**config.mk**
```make
export PLATFORM = sky130hd
export DESIGN_NAME = ppx_crossbar
export DESIGN_NICKNAME = d
export VERILOG_FILES = /design/src/hdl/ppx_pkg.sv /design/src/hdl/ppx_crossbar.sv
export SDC_FILE = /design/constraint.sdc
export NUM_CORES = 2
export LEC_CHECK = 0
export BUFFER_PORTS_ARGS = -buffer_cell sky130_fd_sc_hd__buf_4
export CAP_MARGIN = 20
export CORE_MARGIN = 2
export CORE_UTILIZATION = 45
export CTS_CLUSTER_DIAMETER = 200
export CTS_CLUSTER_SIZE = 40
export DETAILED_ROUTE_END_ITERATION = 12
export PLACE_DENSITY = 0.64
export SLEW_MARGIN = 20
export SYNTH_ARGS = -nofsm -noshare
export SYNTH_HDL_FRONTEND = slang
export SYNTH_SLANG_ARGS = --single-unit
export TNS_END_PERCENT = 100
```
**constraint.sdc**
```tcl
create_clock -name aclk -period 69.8 [get_ports aclk]
set_input_delay 17.45 -clock aclk [delete_from_list [all_inputs] [get_ports aclk]]
set_output_delay 17.45 -clock aclk [all_outputs]
set_load 0.02 [all_outputs]
```
**src/hdl/ppx_pkg.sv**
```systemverilog
// Constants and state layout for the priority port crossbar.
// Assumes a single system clock and an AXI4-Lite master with 8-bit byte addresses.
package ppx_pkg;

    localparam int NPIN = 32;
    localparam int NSIG = 9;

    // Register byte addresses and regions (region is address bits 7:4)
    localparam logic [7:0] ADDR_CFG_A = 8'h00;
    localparam logic [7:0] ADDR_CFG_B = 8'h04;
    localparam logic [7:0] ADDR_CFG_C = 8'h08;
    localparam logic [3:0] REGION_CFG = 4'h0;
    localparam logic [3:0] REGION_PIN = 4'h1;
    localparam logic [3:0] REGION_LATCH = 4'h2;
    localparam logic [3:0] REGION_OMODE = 4'h3;
    localparam logic [3:0] REGION_IMODE = 4'h4;

    // Configuration bit positions
    localparam int CFGA_SMB_EN = 0;
    localparam int CFGA_FU_EN = 2;
    localparam int CFGB_INT0_EN = 2;
    localparam int CFGB_INT1_EN = 4;
    localparam int CFGC_CNV_EN = 0;
    localparam int CFGC_SU_EN = 2;
    localparam int CFGC_GLOBAL_EN = 4;
    localparam int CFGC_MEMIF_RES = 5;
    localparam int CFGC_PUD = 7;

    // Pins reserved for the memory interface on port 0
    localparam int MEMIF_ALE_PIN = 5;
    localparam int MEMIF_RD_PIN = 6;
    localparam int MEMIF_WR_PIN = 7;

    // Signal order = priority order
    localparam int SIG_FU_TX = 0;
    localparam int SIG_FU_RX = 1;
    localparam int SIG_SDA = 2;
    localparam int SIG_SCL = 3;
    localparam int SIG_SU_TX = 4;
    localparam int SIG_SU_RX = 5;
    localparam int SIG_INT0 = 6;
    localparam int SIG_INT1 = 7;
    localparam int SIG_CNV = 8;
    localparam logic [NSIG-1:0] SIG_INPUT_ONLY = 9'h1c0;

    // Reset values
    localparam logic [7:0] RST_CFG = 8'h00;
    localparam logic [31:0] RST_LATCH = 32'hffffffff;
    localparam logic [31:0] RST_OMODE = 32'h00000000;
    localparam logic [31:0] RST_IMODE = 32'hffffffff;

    localparam logic [1:0] RESP_OKAY = 2'b00;
    localparam logic [1:0] RESP_SLVERR = 2'b10;

    typedef struct packed {
        logic [7:0] cfg_a;
        logic [7:0] cfg_b;
        logic [7:0] cfg_c;
        logic [31:0] latch;
        logic [31:0] omode;
        logic [31:0] imode;
        logic [31:0] sync1;
        logic [31:0] sync2;
        logic [31:0] pin_out;
        logic [31:0] pin_oe;
        logic [31:0] pin_pullup;
        logic [NSIG-1:0] in_sig;
        logic awready;
        logic wready;
        logic aw_held;
        logic w_held;
        logic [7:0] awaddr;
        logic [31:0] wdata;
        logic [3:0] wstrb;
        logic bvalid;
        logic [1:0] bresp;
        logic arready;
        logic rvalid;
        logic [1:0] rresp;
        logic [31:0] rdata;
    } ppx_state_t;

endpackage : ppx_pkg

```
**src/hdl/ppx_crossbar.sv**
```systemverilog
// Priority crossbar and port control for four 8-bit ports, with AXI4-Lite registers.
// Pins arrive as input/output/enable/pullup vectors; the pad ring resolves the wire.
`timescale 1ns/1ps
`default_nettype none
module ppx_crossbar (
    // Clock and reset
    input wire logic aclk,
    input wire logic aresetn,
    // AXI4-Lite slave
    input wire logic awvalid,
    output logic awready,
    input wire logic [7:0] awaddr,
    input wire logic [2:0] awprot,
    input wire logic wvalid,
    output logic wready,
    input wire logic [31:0] wdata,
    input wire logic [3:0] wstrb,
    output logic bvalid,
    input wire logic bready,
    output logic [1:0] bresp,
    input wire logic arvalid,
    output logic arready,
    input wire logic [7:0] araddr,
    input wire logic [2:0] arprot,
    output logic rvalid,
    input wire logic rready,
    output logic [31:0] rdata,
    output logic [1:0] rresp,
    // Peripheral outputs
    input wire logic first_uart_transmit,
    input wire logic first_uart_receive_out,
    input wire logic first_uart_mode0,
    input wire logic sda_out,
    input wire logic scl_out,
    input wire logic second_uart_transmit,
    input wire logic second_uart_receive_out,
    input wire logic second_uart_mode0,
    // Peripheral inputs
    output logic first_uart_receive,
    output logic sda_in,
    output logic scl_in,
    output logic second_uart_receive,
    output logic int0_in,
    output logic int1_in,
    output logic adc_b_convert_start_input,
    // External memory port
    input wire logic memif_muxed,
    input wire logic external_data_move,
    input wire logic [31:0] memif_claim,
    input wire logic [31:0] memif_out,
    input wire logic [31:0] memif_drive,
    // Pins
    input wire logic [31:0] pin_in,
    output logic [31:0] pin_out,
    output logic [31:0] pin_oe,
    output logic [31:0] pin_pullup
);

    ppx_pkg::ppx_state_t s;
    ppx_pkg::ppx_state_t next_s;
    logic [ppx_pkg::NSIG-1:0] sig_en;
    logic [ppx_pkg::NSIG-1:0] sig_val;
    logic [ppx_pkg::NSIG-1:0] sig_drv;
    logic [ppx_pkg::NSIG-1:0] sig_od;
    logic [31:0] skip;
    logic [31:0] alloc;
    logic [3:0] sel_idx [ppx_pkg::NPIN];
    logic [5:0] srank [ppx_pkg::NSIG];

    // Register read decode: {resp, data}
    function automatic logic [33:0] reg_read(input logic [7:0] a,
                                             input ppx_pkg::ppx_state_t st);
        logic [31:0] lvl;
        logic [1:0] n;
        lvl = st.sync2 & st.imode;
        n = a[3:2];
        reg_read = {ppx_pkg::RESP_OKAY, 32'h00000000};
        if (a[7])
        begin
            reg_read[0] = lvl[a[6:2]];
        end
        else
        begin
            case (a[7:4])
                ppx_pkg::REGION_CFG:
                begin
                    if (a == ppx_pkg::ADDR_CFG_A) reg_read[7:0] = st.cfg_a;
                    else if (a == ppx_pkg::ADDR_CFG_B) reg_read[7:0] = st.cfg_b;
                    else if (a == ppx_pkg::ADDR_CFG_C) reg_read[7:0] = st.cfg_c;
                    else reg_read[33:32] = ppx_pkg::RESP_SLVERR;
                end
                ppx_pkg::REGION_PIN: reg_read[7:0] = lvl[n*8 +: 8];
                ppx_pkg::REGION_LATCH: reg_read[7:0] = st.latch[n*8 +: 8];
                ppx_pkg::REGION_OMODE: reg_read[7:0] = st.omode[n*8 +: 8];
                ppx_pkg::REGION_IMODE: reg_read[7:0] = st.imode[n*8 +: 8];
                default: reg_read[33:32] = ppx_pkg::RESP_SLVERR;
            endcase
        end
    endfunction : reg_read

    // Allocation, pin drive and bus handling all feed one next-state copy
    always_comb
    begin
        logic [5:0] cnt;
        logic [5:0] pr;
        logic [1:0] n;
        logic d;
        logic drv;
        logic od;
        logic ok;
        cnt = 6'h00;
        pr = 6'h00;
        n = 2'b00;
        d = 1'b0;
        drv = 1'b0;
        od = 1'b0;
        ok = 1'b0;
        next_s = s;

        // Group enables: a serial peripheral's signals share one bit
        sig_en = {s.cfg_c[ppx_pkg::CFGC_CNV_EN], s.cfg_b[ppx_pkg::CFGB_INT1_EN],
                  s.cfg_b[ppx_pkg::CFGB_INT0_EN], {2{s.cfg_c[ppx_pkg::CFGC_SU_EN]}},
                  {2{s.cfg_a[ppx_pkg::CFGA_SMB_EN]}},
                  {2{s.cfg_a[ppx_pkg::CFGA_FU_EN]}}};
        sig_val = {3'b111, second_uart_receive_out, second_uart_transmit, scl_out,
                   sda_out, first_uart_receive_out, first_uart_transmit};
        sig_drv = {3'b000, second_uart_mode0, 1'b1, 1'b1, 1'b1,
                   first_uart_mode0, 1'b1};
        sig_od = {3'b000, 1'b1, 1'b0, 1'b1, 1'b1, 1'b1, 1'b0};

        // Skip analog pins and the memory reservation
        skip = ~s.imode;
        if (s.cfg_c[ppx_pkg::CFGC_MEMIF_RES])
        begin
            skip[ppx_pkg::MEMIF_WR_PIN] = 1'b1;
            skip[ppx_pkg::MEMIF_RD_PIN] = 1'b1;
            if (memif_muxed) skip[ppx_pkg::MEMIF_ALE_PIN] = 1'b1;
        end

        // Rank of each enabled signal in priority order
        for (int i = 0; i < ppx_pkg::NSIG; i++)
        begin
            srank[i] = cnt;
            if (sig_en[i]) cnt = cnt + 6'h01;
        end

        // The k-th usable pin carries the k-th enabled signal; recomputed every cycle
        alloc = 32'h00000000;
        for (int p = 0; p < ppx_pkg::NPIN; p++)
        begin
            sel_idx[p] = 4'h0;
            if (!skip[p])
            begin
                for (int i = 0; i < ppx_pkg::NSIG; i++)
                begin
                    if (sig_en[i] && srank[i] == pr)
                    begin
                        alloc[p] = 1'b1;
                        sel_idx[p] = 4'(i);
                    end
                end
                pr = pr + 6'h01;
            end
        end

        // Pin synchronisers; a read just after a write still sees the old level
        next_s.sync1 = pin_in;
        next_s.sync2 = s.sync1;

        // Per-pin output, enable and pullup
        for (int p = 0; p < ppx_pkg::NPIN; p++)
        begin
            if (alloc[p])
            begin
                d = sig_val[sel_idx[p]];
                drv = sig_drv[sel_idx[p]];
                od = sig_od[sel_idx[p]] | ~s.omode[p];
            end
            else
            begin
                d = s.latch[p];
                drv = 1'b1;
                od = ~s.omode[p];
            end
            if (s.cfg_c[ppx_pkg::CFGC_MEMIF_RES] && external_data_move && memif_claim[p])
            begin
                d = memif_out[p];
                drv = memif_drive[p];
                od = ~s.omode[p];
            end
            ok = s.cfg_c[ppx_pkg::CFGC_GLOBAL_EN] & drv & (~d | ~od);
            next_s.pin_oe[p] = ok;
            next_s.pin_out[p] = ok & d;
            next_s.pin_pullup[p] = ~s.cfg_c[ppx_pkg::CFGC_PUD] & s.imode[p]
                                   & ~(ok & ~d);
        end

        // Deliver pin levels to peripheral inputs; idle high when unmapped
        next_s.in_sig = '1;
        for (int p = 0; p < ppx_pkg::NPIN; p++)
        begin
            if (alloc[p]) next_s.in_sig[sel_idx[p]] = s.sync2[p];
        end

        // Write address and data are taken independently
        if (awvalid && s.awready)
        begin
            next_s.aw_held = 1'b1;
            next_s.awaddr = awaddr;
        end
        if (wvalid && s.wready)
        begin
            next_s.w_held = 1'b1;
            next_s.wdata = wdata;
            next_s.wstrb = wstrb;
        end
        if (s.aw_held && s.w_held && !s.bvalid)
        begin
            next_s.aw_held = 1'b0;
            next_s.w_held = 1'b0;
            next_s.bvalid = 1'b1;
            next_s.bresp = ppx_pkg::RESP_OKAY;
            n = s.awaddr[3:2];
            if (s.awaddr[7])
            begin
                if (s.wstrb[0]) next_s.latch[s.awaddr[6:2]] = s.wdata[0];
            end
            else if (s.wstrb[0])
            begin
                case (s.awaddr[7:4])
                    ppx_pkg::REGION_CFG:
                    begin
                        if (s.awaddr == ppx_pkg::ADDR_CFG_A) next_s.cfg_a = s.wdata[7:0];
                        else if (s.awaddr == ppx_pkg::ADDR_CFG_B) next_s.cfg_b = s.wdata[7:0];
                        else if (s.awaddr == ppx_pkg::ADDR_CFG_C) next_s.cfg_c = s.wdata[7:0];
                        else next_s.bresp = ppx_pkg::RESP_SLVERR;
                    end
                    ppx_pkg::REGION_PIN: next_s.latch[n*8 +: 8] = s.wdata[7:0];
                    ppx_pkg::REGION_LATCH: next_s.latch[n*8 +: 8] = s.wdata[7:0];
                    ppx_pkg::REGION_OMODE: next_s.omode[n*8 +: 8] = s.wdata[7:0];
                    ppx_pkg::REGION_IMODE: next_s.imode[n*8 +: 8] = s.wdata[7:0];
                    default: next_s.bresp = ppx_pkg::RESP_SLVERR;
                endcase
            end
        end
        if (s.bvalid && bready) next_s.bvalid = 1'b0;
        next_s.awready = ~next_s.aw_held & ~next_s.bvalid;
        next_s.wready = ~next_s.w_held & ~next_s.bvalid;

        // Read channel: one outstanding read
        if (arvalid && s.arready)
        begin
            next_s.rvalid = 1'b1;
            {next_s.rresp, next_s.rdata} = reg_read(araddr, s);
        end
        if (s.rvalid && rready) next_s.rvalid = 1'b0;
        next_s.arready = ~next_s.rvalid;
    end

    // Synchronous reset to documented defaults
    always_ff @(posedge aclk)
    begin
        if (!aresetn)
        begin
            s <= '0;
            s.cfg_a <= ppx_pkg::RST_CFG;
            s.cfg_b <= ppx_pkg::RST_CFG;
            s.cfg_c <= ppx_pkg::RST_CFG;
            s.latch <= ppx_pkg::RST_LATCH;
            s.omode <= ppx_pkg::RST_OMODE;
            s.imode <= ppx_pkg::RST_IMODE;
            s.pin_pullup <= '1;
            s.in_sig <= '1;
            s.awready <= 1'b1;
            s.wready <= 1'b1;
            s.arready <= 1'b1;
        end
        else
        begin
            s <= next_s;
        end
    end

    // Outputs straight from the state register
    assign awready = s.awready;
    assign wready = s.wready;
    assign bvalid = s.bvalid;
    assign bresp = s.bresp;
    assign arready = s.arready;
    assign rvalid = s.rvalid;
    assign rdata = s.rdata;
    assign rresp = s.rresp;
    assign pin_out = s.pin_out;
    assign pin_oe = s.pin_oe;
    assign pin_pullup = s.pin_pullup;
    assign first_uart_receive = s.in_sig[ppx_pkg::SIG_FU_RX];
    assign sda_in = s.in_sig[ppx_pkg::SIG_SDA];
    assign scl_in = s.in_sig[ppx_pkg::SIG_SCL];
    assign second_uart_receive = s.in_sig[ppx_pkg::SIG_SU_RX];
    assign int0_in = s.in_sig[ppx_pkg::SIG_INT0];
    assign int1_in = s.in_sig[ppx_pkg::SIG_INT1];
    assign adc_b_convert_start_input = s.in_sig[ppx_pkg::SIG_CNV];

    // Byte that a pin or latch read at the current address must return next cycle
    logic [7:0] pin_byte;
    logic [7:0] latch_byte;
    assign pin_byte = 8'((s.sync2 & s.imode) >> {araddr[3:2], 3'b000});
    assign latch_byte = 8'(s.latch >> {araddr[3:2], 3'b000});
endmodule : ppx_crossbar
`default_nettype wire

```
Yosys cells after proc, flatten, opt, wreduce, memory -nomap -nowiden. Memories as Yosys holds them, arrays and structs flattened. Cells that the tools add are included.

Register bits: 325. Bits in read-only memories: 512. Bits of input ports: 203. Output and inout port bits: 144. Memories kept: 32.

Memories: (name not given) (words 16, width 1, read ports 1, clocked after memory_dff 0, write ports 0, RTL line ppx_crossbar.sv:177) `od = sig_od[sel_idx[p]] | ~s.omode[p];`; (name not given) (words 16, width 1, read ports 1, clocked after memory_dff 0, write ports 0, RTL line ppx_crossbar.sv:177); (name not given) (words 16, width 1, read ports 1, clocked after memory_dff 0, write ports 0, RTL line ppx_crossbar.sv:177); (name not given) (words 16, width 1, read ports 1, clocked after memory_dff 0, write ports 0, RTL line ppx_crossbar.sv:177); (name not given) (words 16, width 1, read ports 1, clocked after memory_dff 0, write ports 0, RTL line ppx_crossbar.sv:177); (name not given) (words 16, width 1, read ports 1, clocked after memory_dff 0, write ports 0, RTL line ppx_crossbar.sv:177); +26 memories.

Add/subtract/negate cells: 38. Order comparisons: 67. Equality and inequality tests: 260. Shift operators: 6. Multiplexer cells: 1166. Bitwise logic cells: 398. Reductions and logical operators: 414.

Operators by type and width (count): 6-bit == test (248); 4-bit two-way mux (256); 1-bit two-way mux (682); 1-bit logical AND (360); 9-bit two-way mux (32); 9-bit bitwise mux (31); 1-bit binary-select mux with 4-bit select (64); 6-bit logical NOT (39); 6-bit by 1-bit adder with 6-bit output (second input constant) (37); 6-bit two-way mux (37); 1-bit bitwise AND (194); 4-bit by 5-bit < comparator with 1-bit output (second input constant) (32); 32-bit two-way mux (5); 1-bit inverter (136); 32-bit bitwise mux (4); 1-bit demux with 4-bit select (32); 4-bit by 1-bit greater-or-equal comparator with 1-bit output (second input constant) (32); 32-bit by 6-bit indexed part select with 8-bit output (4); 96-bit two-way mux (1); 1-bit OR (64); 8-bit one-hot mux with 5 select lines (1); 35-bit two-way mux (1); 5-bit negation with 34-bit output (1); 8-bit by 34-bit variable shift with 32-bit output (first input constant) (1); 30 further kinds (55).

Logic depth before layout (Yosys ltp).
Word-level depth: 88. Mapped depth: 122.

Least setup slack after synthesis. Ideal clock, no wire load.

Path kind: input to register. Start point: input memif_muxed. End point: register s (netlist bit scl_in). Library setup time: 87 ps. Arrival: 41286 ps. Data required time: 69713 ps. Slack: 28427 ps. Cell stages on the path: 108. Path through: a21boi_1 > clkbuf_1 > nand2_1 > o21ai_1 > ha_1 > nor2b_1 > o21ai_0 > nand2_1 > a21o_1 > clkbuf_1 > ha_1 > nand3b_1 > nand2_1 > ha_1 > nand2_1 > o21ai_0 > nand2b_1 > o21a_1 > [... 72 more ...] > o21ai_1 > ha_1 > nand2_1 > o21ai_0 > a31oi_1 > inv_1 > ha_1 > a21oi_1 > clkbuf_1 > xnor2_1 > nand3_1 > a41oi_1 > inv_1 > and2_1 > nand3_1 > nor2_1 > a211o_1 > o31ai_1.

Word-level cells in the longest chain between the ends: 70. Elaborated cells on any way between the ends: 1206. Those cells by class: add/sub: 25; order compare: 54; eq/ne: 208; mux: 632; reduce/logical: 287.

RTL lines: start, declared (RTL line ppx_crossbar.sv:47) `input wire logic memif_muxed,`; 1-bit two-way mux (*) (RTL line ppx_crossbar.sv:137) `if (memif_muxed) skip[ppx_pkg::MEMIF_ALE_PIN] = 1'b1;`; 3-bit two-way mux (*) (RTL line ppx_crossbar.sv:133) `if (s.cfg_c[ppx_pkg::CFGC_MEMIF_RES])`; 6-bit two-way mux (RTL line ppx_crossbar.sv:152) `if (!skip[p])`; 6-bit by 1-bit adder with 6-bit output or 6-bit == test (tied branches) (RTL line ppx_crossbar.sv:162, ppx_crossbar.sv:156); 6-bit two-way mux or 1-bit logical AND (tied branches) (RTL line ppx_crossbar.sv:152, ppx_crossbar.sv:156); 6-bit by 1-bit adder with 6-bit output, or another cell as far along (RTL line ppx_crossbar.sv:162) `pr = pr + 6'h01;`; 6-bit two-way mux, or another cell as far along (RTL line ppx_crossbar.sv:152); 6-bit by 1-bit adder with 6-bit output, or another cell as far along (RTL line ppx_crossbar.sv:162); [... 48 more ...]; 4-bit two-way mux, or another cell as far along (7 in a row) (RTL line ppx_crossbar.sv:156) `if (sig_en[i] && srank[i] == pr)`; 4-bit two-way mux, or another cell as far along (RTL line ppx_crossbar.sv:152); 4-bit by 5-bit < comparator with 1-bit output (not written as such), or another cell as far along (RTL line ppx_crossbar.sv:202) `if (alloc[p]) next_s.in_sig[sel_idx[p]] = s.sync2[p];`; 1-bit logical AND (not written as such), or another cell as far along (RTL line ppx_crossbar.sv:202); 1-bit two-way mux (not written as such) or 9-bit bitwise mux (tied branches) (RTL line ppx_crossbar.sv:202); 1-bit demux with 4-bit select or 9-bit two-way mux (tied branches) (RTL line ppx_crossbar.sv:202); 9-bit bitwise mux (RTL line ppx_crossbar.sv:202); 9-bit two-way mux (*) (RTL line ppx_crossbar.sv:202); end signal, assigned (RTL line ppx_crossbar.sv:280) `s <= next_s;`; end, declared (RTL line ppx_crossbar.sv:59) `ppx_pkg::ppx_state_t s;`.

Every way passes the cells marked *; elsewhere a longest branch is shown, timed or not. A chain may end at the register's enable or synchronous reset.

Final worst setup path.
Start point: input memif_muxed. End point: register s (netlist bit sda_in).

Same word-level chain as after synthesis.

==> flow_summary.json <==
{
  "status": "finished clean",
  "cts_setup_buffers": 0,
  "timing.rr.end": "sda_in",
  "p_total_mw": 0.894,
  "rows": 110,
  "grt-ovfl-total": 0,
  "mostFrequentLayoutCell": "nand2_1",
  "hold_slack_ns": 0.450,
  "routed_wl_um": 198000,
  "place_congestion": 1.00,
  "dp.cells": 6916,
  "ant_nets": 0,
  "layout-drive-gt1-share": 0.116,
  "slew_violations": 0,
  "synth_simple_gate_area_frac": 0.281,
  "setup_viol": 0,
  "clock.fmax_mhz": 22.9,
  "grt_max_degree": 76,
  "cts_root_buf": "clkbuf_16",
  "grt_pass1_wl_um": 286000,
  "chipHeight_um": 306,
  "wl_per_cell_um": 28.5,
  "cts.path.max_buffers": 3,
  "reg2reg_depth": 110,
  "ys_warn_count": 0,
  "cap_violations": 0,
  "synth_compound_area_frac": 0.281,
  "ys_ff_latch": 321,
  "hp-class": "reg -> reg",
  "synthFlopType": "dfxtp_1",
  "p_leak_nw": 16.4,
  "timing.rr.start": "s[257]",
  "worstSetupStartpointType": "primary input",
  "setup_tns_ns": 0,
  "hold_path.startpoint": "next_s[204]",
  "rsz0062_at_grt": "false",
  "antenna_found_initial": 16,
  "dr.pass1.iters": 8,
  "placed_area_sq_mm": 0.0433,
  "grt_pass1_vias": 42225,
  "avgViaCountPerCell": 6.76,
  "final_cell_mix": "634 x nand2_1, 496 x nor2_1, 449 x a21oi_1",
  "final_util": 0.485,
  "start_util": 0.455,
  "min_period_ns": 43.75,
  "tightest_slew_ns": 1.25,
  "crit_fanout": 15,
  "syn_to_final_growth_pct": 6.52,
  "critical_path_arrival_ns": 44.21,
  "cts_hold_buf": 0,
  "ir_drop_mv": 0.0392,
  "core_area_sq_mm": 0.0903,
  "synth_cell_types": 121,
  "post-place-ws_ns": 25.80,
  "num_vias": 46929,
  "drcViolationCount": 0,
  "cts_tree": "built",
  "nFillCells": 9271,
  "cts_resized": 0,
  "synth_xor_xnor_area_share": 0.148,
  "design_area_sq_mm": 0.0438,
  "synthesis.instances": 5828,
  "cp_common_cell": "ha_1",
  "numCtsBuffers": 13,
  "post-route-period-util": 0.627,
  "path_clk_slew_ns": 0.14,
  "synth_top_family_by_area": "compound AO/OA/AOI/OAI gates",
  "clk_latency_ns": 0.60,
  "power.density_mw_per_mm2": 20.4,
  "nets": 6034,
  "syn_avg_cell_area_sq_um": 7.05,
  "holdPathEnd": "s[204]",
  "timing.slew.headroom": 0.159,
  "io_pins": 347,
  "dieArea_sq_mm": 0.0938,
  "end_kind": "flip-flop",
  "fin_ws_ns": 26.05,
  "max_stage_delay_ns": 0.75,
  "critical_path.slowest_cell": "o21ai_1",
  "skew_ns": 0.0745,
  "synthMuxAreaShare": 0.0328,
  "synth_edf_count": 0,
  "async_flop_share": 0,
  "synth_area_sq_mm": 0.0411,
  "clock-sinks": 321,
  "die_width_um": 306,
  "hold_path_depth": 1,
  "ys_seq_area_frac": 0.156,
  "htree_levels": 1,
  "dp_hpwl_um": 147000,
  "timing.reg2reg.setup_slack_ns": 39.71,
  "synth_fa_ha_area_frac": 0.0233,
  "io_buffers": 287,
  "hold_violations": 0,
  "cp.required_ns": 70.25,
  "drtIter0Drc": 6813,
  "final_cells": 6942,
  "crit_type": "in -> reg",
  "track_usage": 0.401
}
area by class of cell:
type | count | area (sq um) | area share
Antenna cell | 5 | 12.5 | 0.000286
Clock buffer | 15 | 343 | 0.00783
Clock inverter | 5 | 106 | 0.00243
Inverter | 180 | 678 | 0.0155
Multi-Input combinational cell | 4839 | 31700 | 0.725
Sequential cell | 321 | 6430 | 0.147
Tap cell | 1176 | 1470 | 0.0336
Timing Repair Buffer | 401 | 3010 | 0.0688
cell families (layout without fill, tap and decap cells):
group / Yosys count / in the layout
AOI/OAI and AO/OA: 1716 / 1716
xor gates and xnor gates: 564 / 564
adders and majority gates: 76 / 76
buffers and inverters: 693 / 601
DFF: 321 / 321
muxes: 131 / 131
other: 1 / 31
and+or+nand+nor: 2326 / 2326
worst max path at each step:
| stage | start | endpoint | slack (ns) | cells after the start |
|---|---|---|---|---|
| after floorplan | memif_muxed | scl_in | 28.43 | 108 |
| after global placement | memif_muxed | scl_in | 25.94 | 109 |
| after detailed placement | memif_muxed | scl_in | 25.80 | 108 |
| after CTS | memif_muxed | scl_in | 26.32 | 107 |
| after global routing | memif_muxed | scl_in | 24.27 | 108 |
| final | memif_muxed | sda_in | 26.05 | 102 |
synth_stat cells (55+ instances only):
| library cell | n | area, sq um |
|---|---|---|
| and2_1 | 124 | 776 |
| a22oi_1 | 57 | 428 |
| o221ai_1 | 60 | 526 |
| nor2_1 | 499 | 1870 |
| inv_1 | 141 | 529 |
| mux2i_1 | 109 | 1090 |
| and3_1 | 64 | 400 |
| nand2_1 | 636 | 2390 |
| dfxtp_1 | 321 | 6430 |
| nand4_1 | 70 | 438 |
| a21oi_1 | 450 | 2250 |
| xor2_1 | 84 | 736 |
| nand2b_1 | 55 | 344 |
| o21ai_0 | 297 | 1490 |
| buf_1 | 56 | 210 |
| a31oi_1 | 86 | 538 |
| buf_4 | 133 | 998 |
| xnor2_1 | 396 | 3470 |
| o31ai_1 | 56 | 420 |
| ha_1 | 74 | 926 |
| nand3_1 | 242 | 1210 |
| o211ai_1 | 108 | 811 |
| nor3_1 | 222 | 1110 |
| nor4_1 | 72 | 450 |
| clkbuf_1 | 287 | 1080 |
| or3_1 | 63 | 394 |
worst max-delay path: cells and delay by family:
| family | cells | cell delay [ns] |
|---|---|---|
| xor gates and xnor gates | 3 | 1.44 |
| buffers and inverters | 15 | 3.06 |
| adders and majority gates | 21 | 7.07 |
| AOI/OAI and AO/OA | 34 | 8.94 |
| muxes | 5 | 1.59 |
| and+or+nand+nor | 24 | 4.58 |
layer usage:
| metal | share of wire | track usage | routed length [um] | vias to the layer above |
|---|---|---|---|---|
| li1 | - | - | - | 21096 |
| met1 | 0.41 | 0.550 | 80100 | 22169 |
| met2 | 0.40 | 0.581 | 80000 | 3063 |
| met3 | 0.13 | 0.0911 | 25200 | 581 |
| met4 | 0.062 | 0.211 | 12300 | 20 |
| met5 | 0.00072 | 0 | 142 | - |
where the power goes:
part	switching, mW	internal, mW	leakage (nW)
Sequential	0.00730	0.187	2.61
Combinational	0.374	0.213	13.6
Clock	0.0721	0.0415	0.210
Total	0.454	0.441	16.4
registers in the layout, indices dropped and copies added (netlist names), 8 cells and up:
signal      flops
pin_oe         32
pin_pullup     32
next_s         32
rdata           8
pin_out        32
s             171
Note: power is estimated with default switching activity, not from simulation.
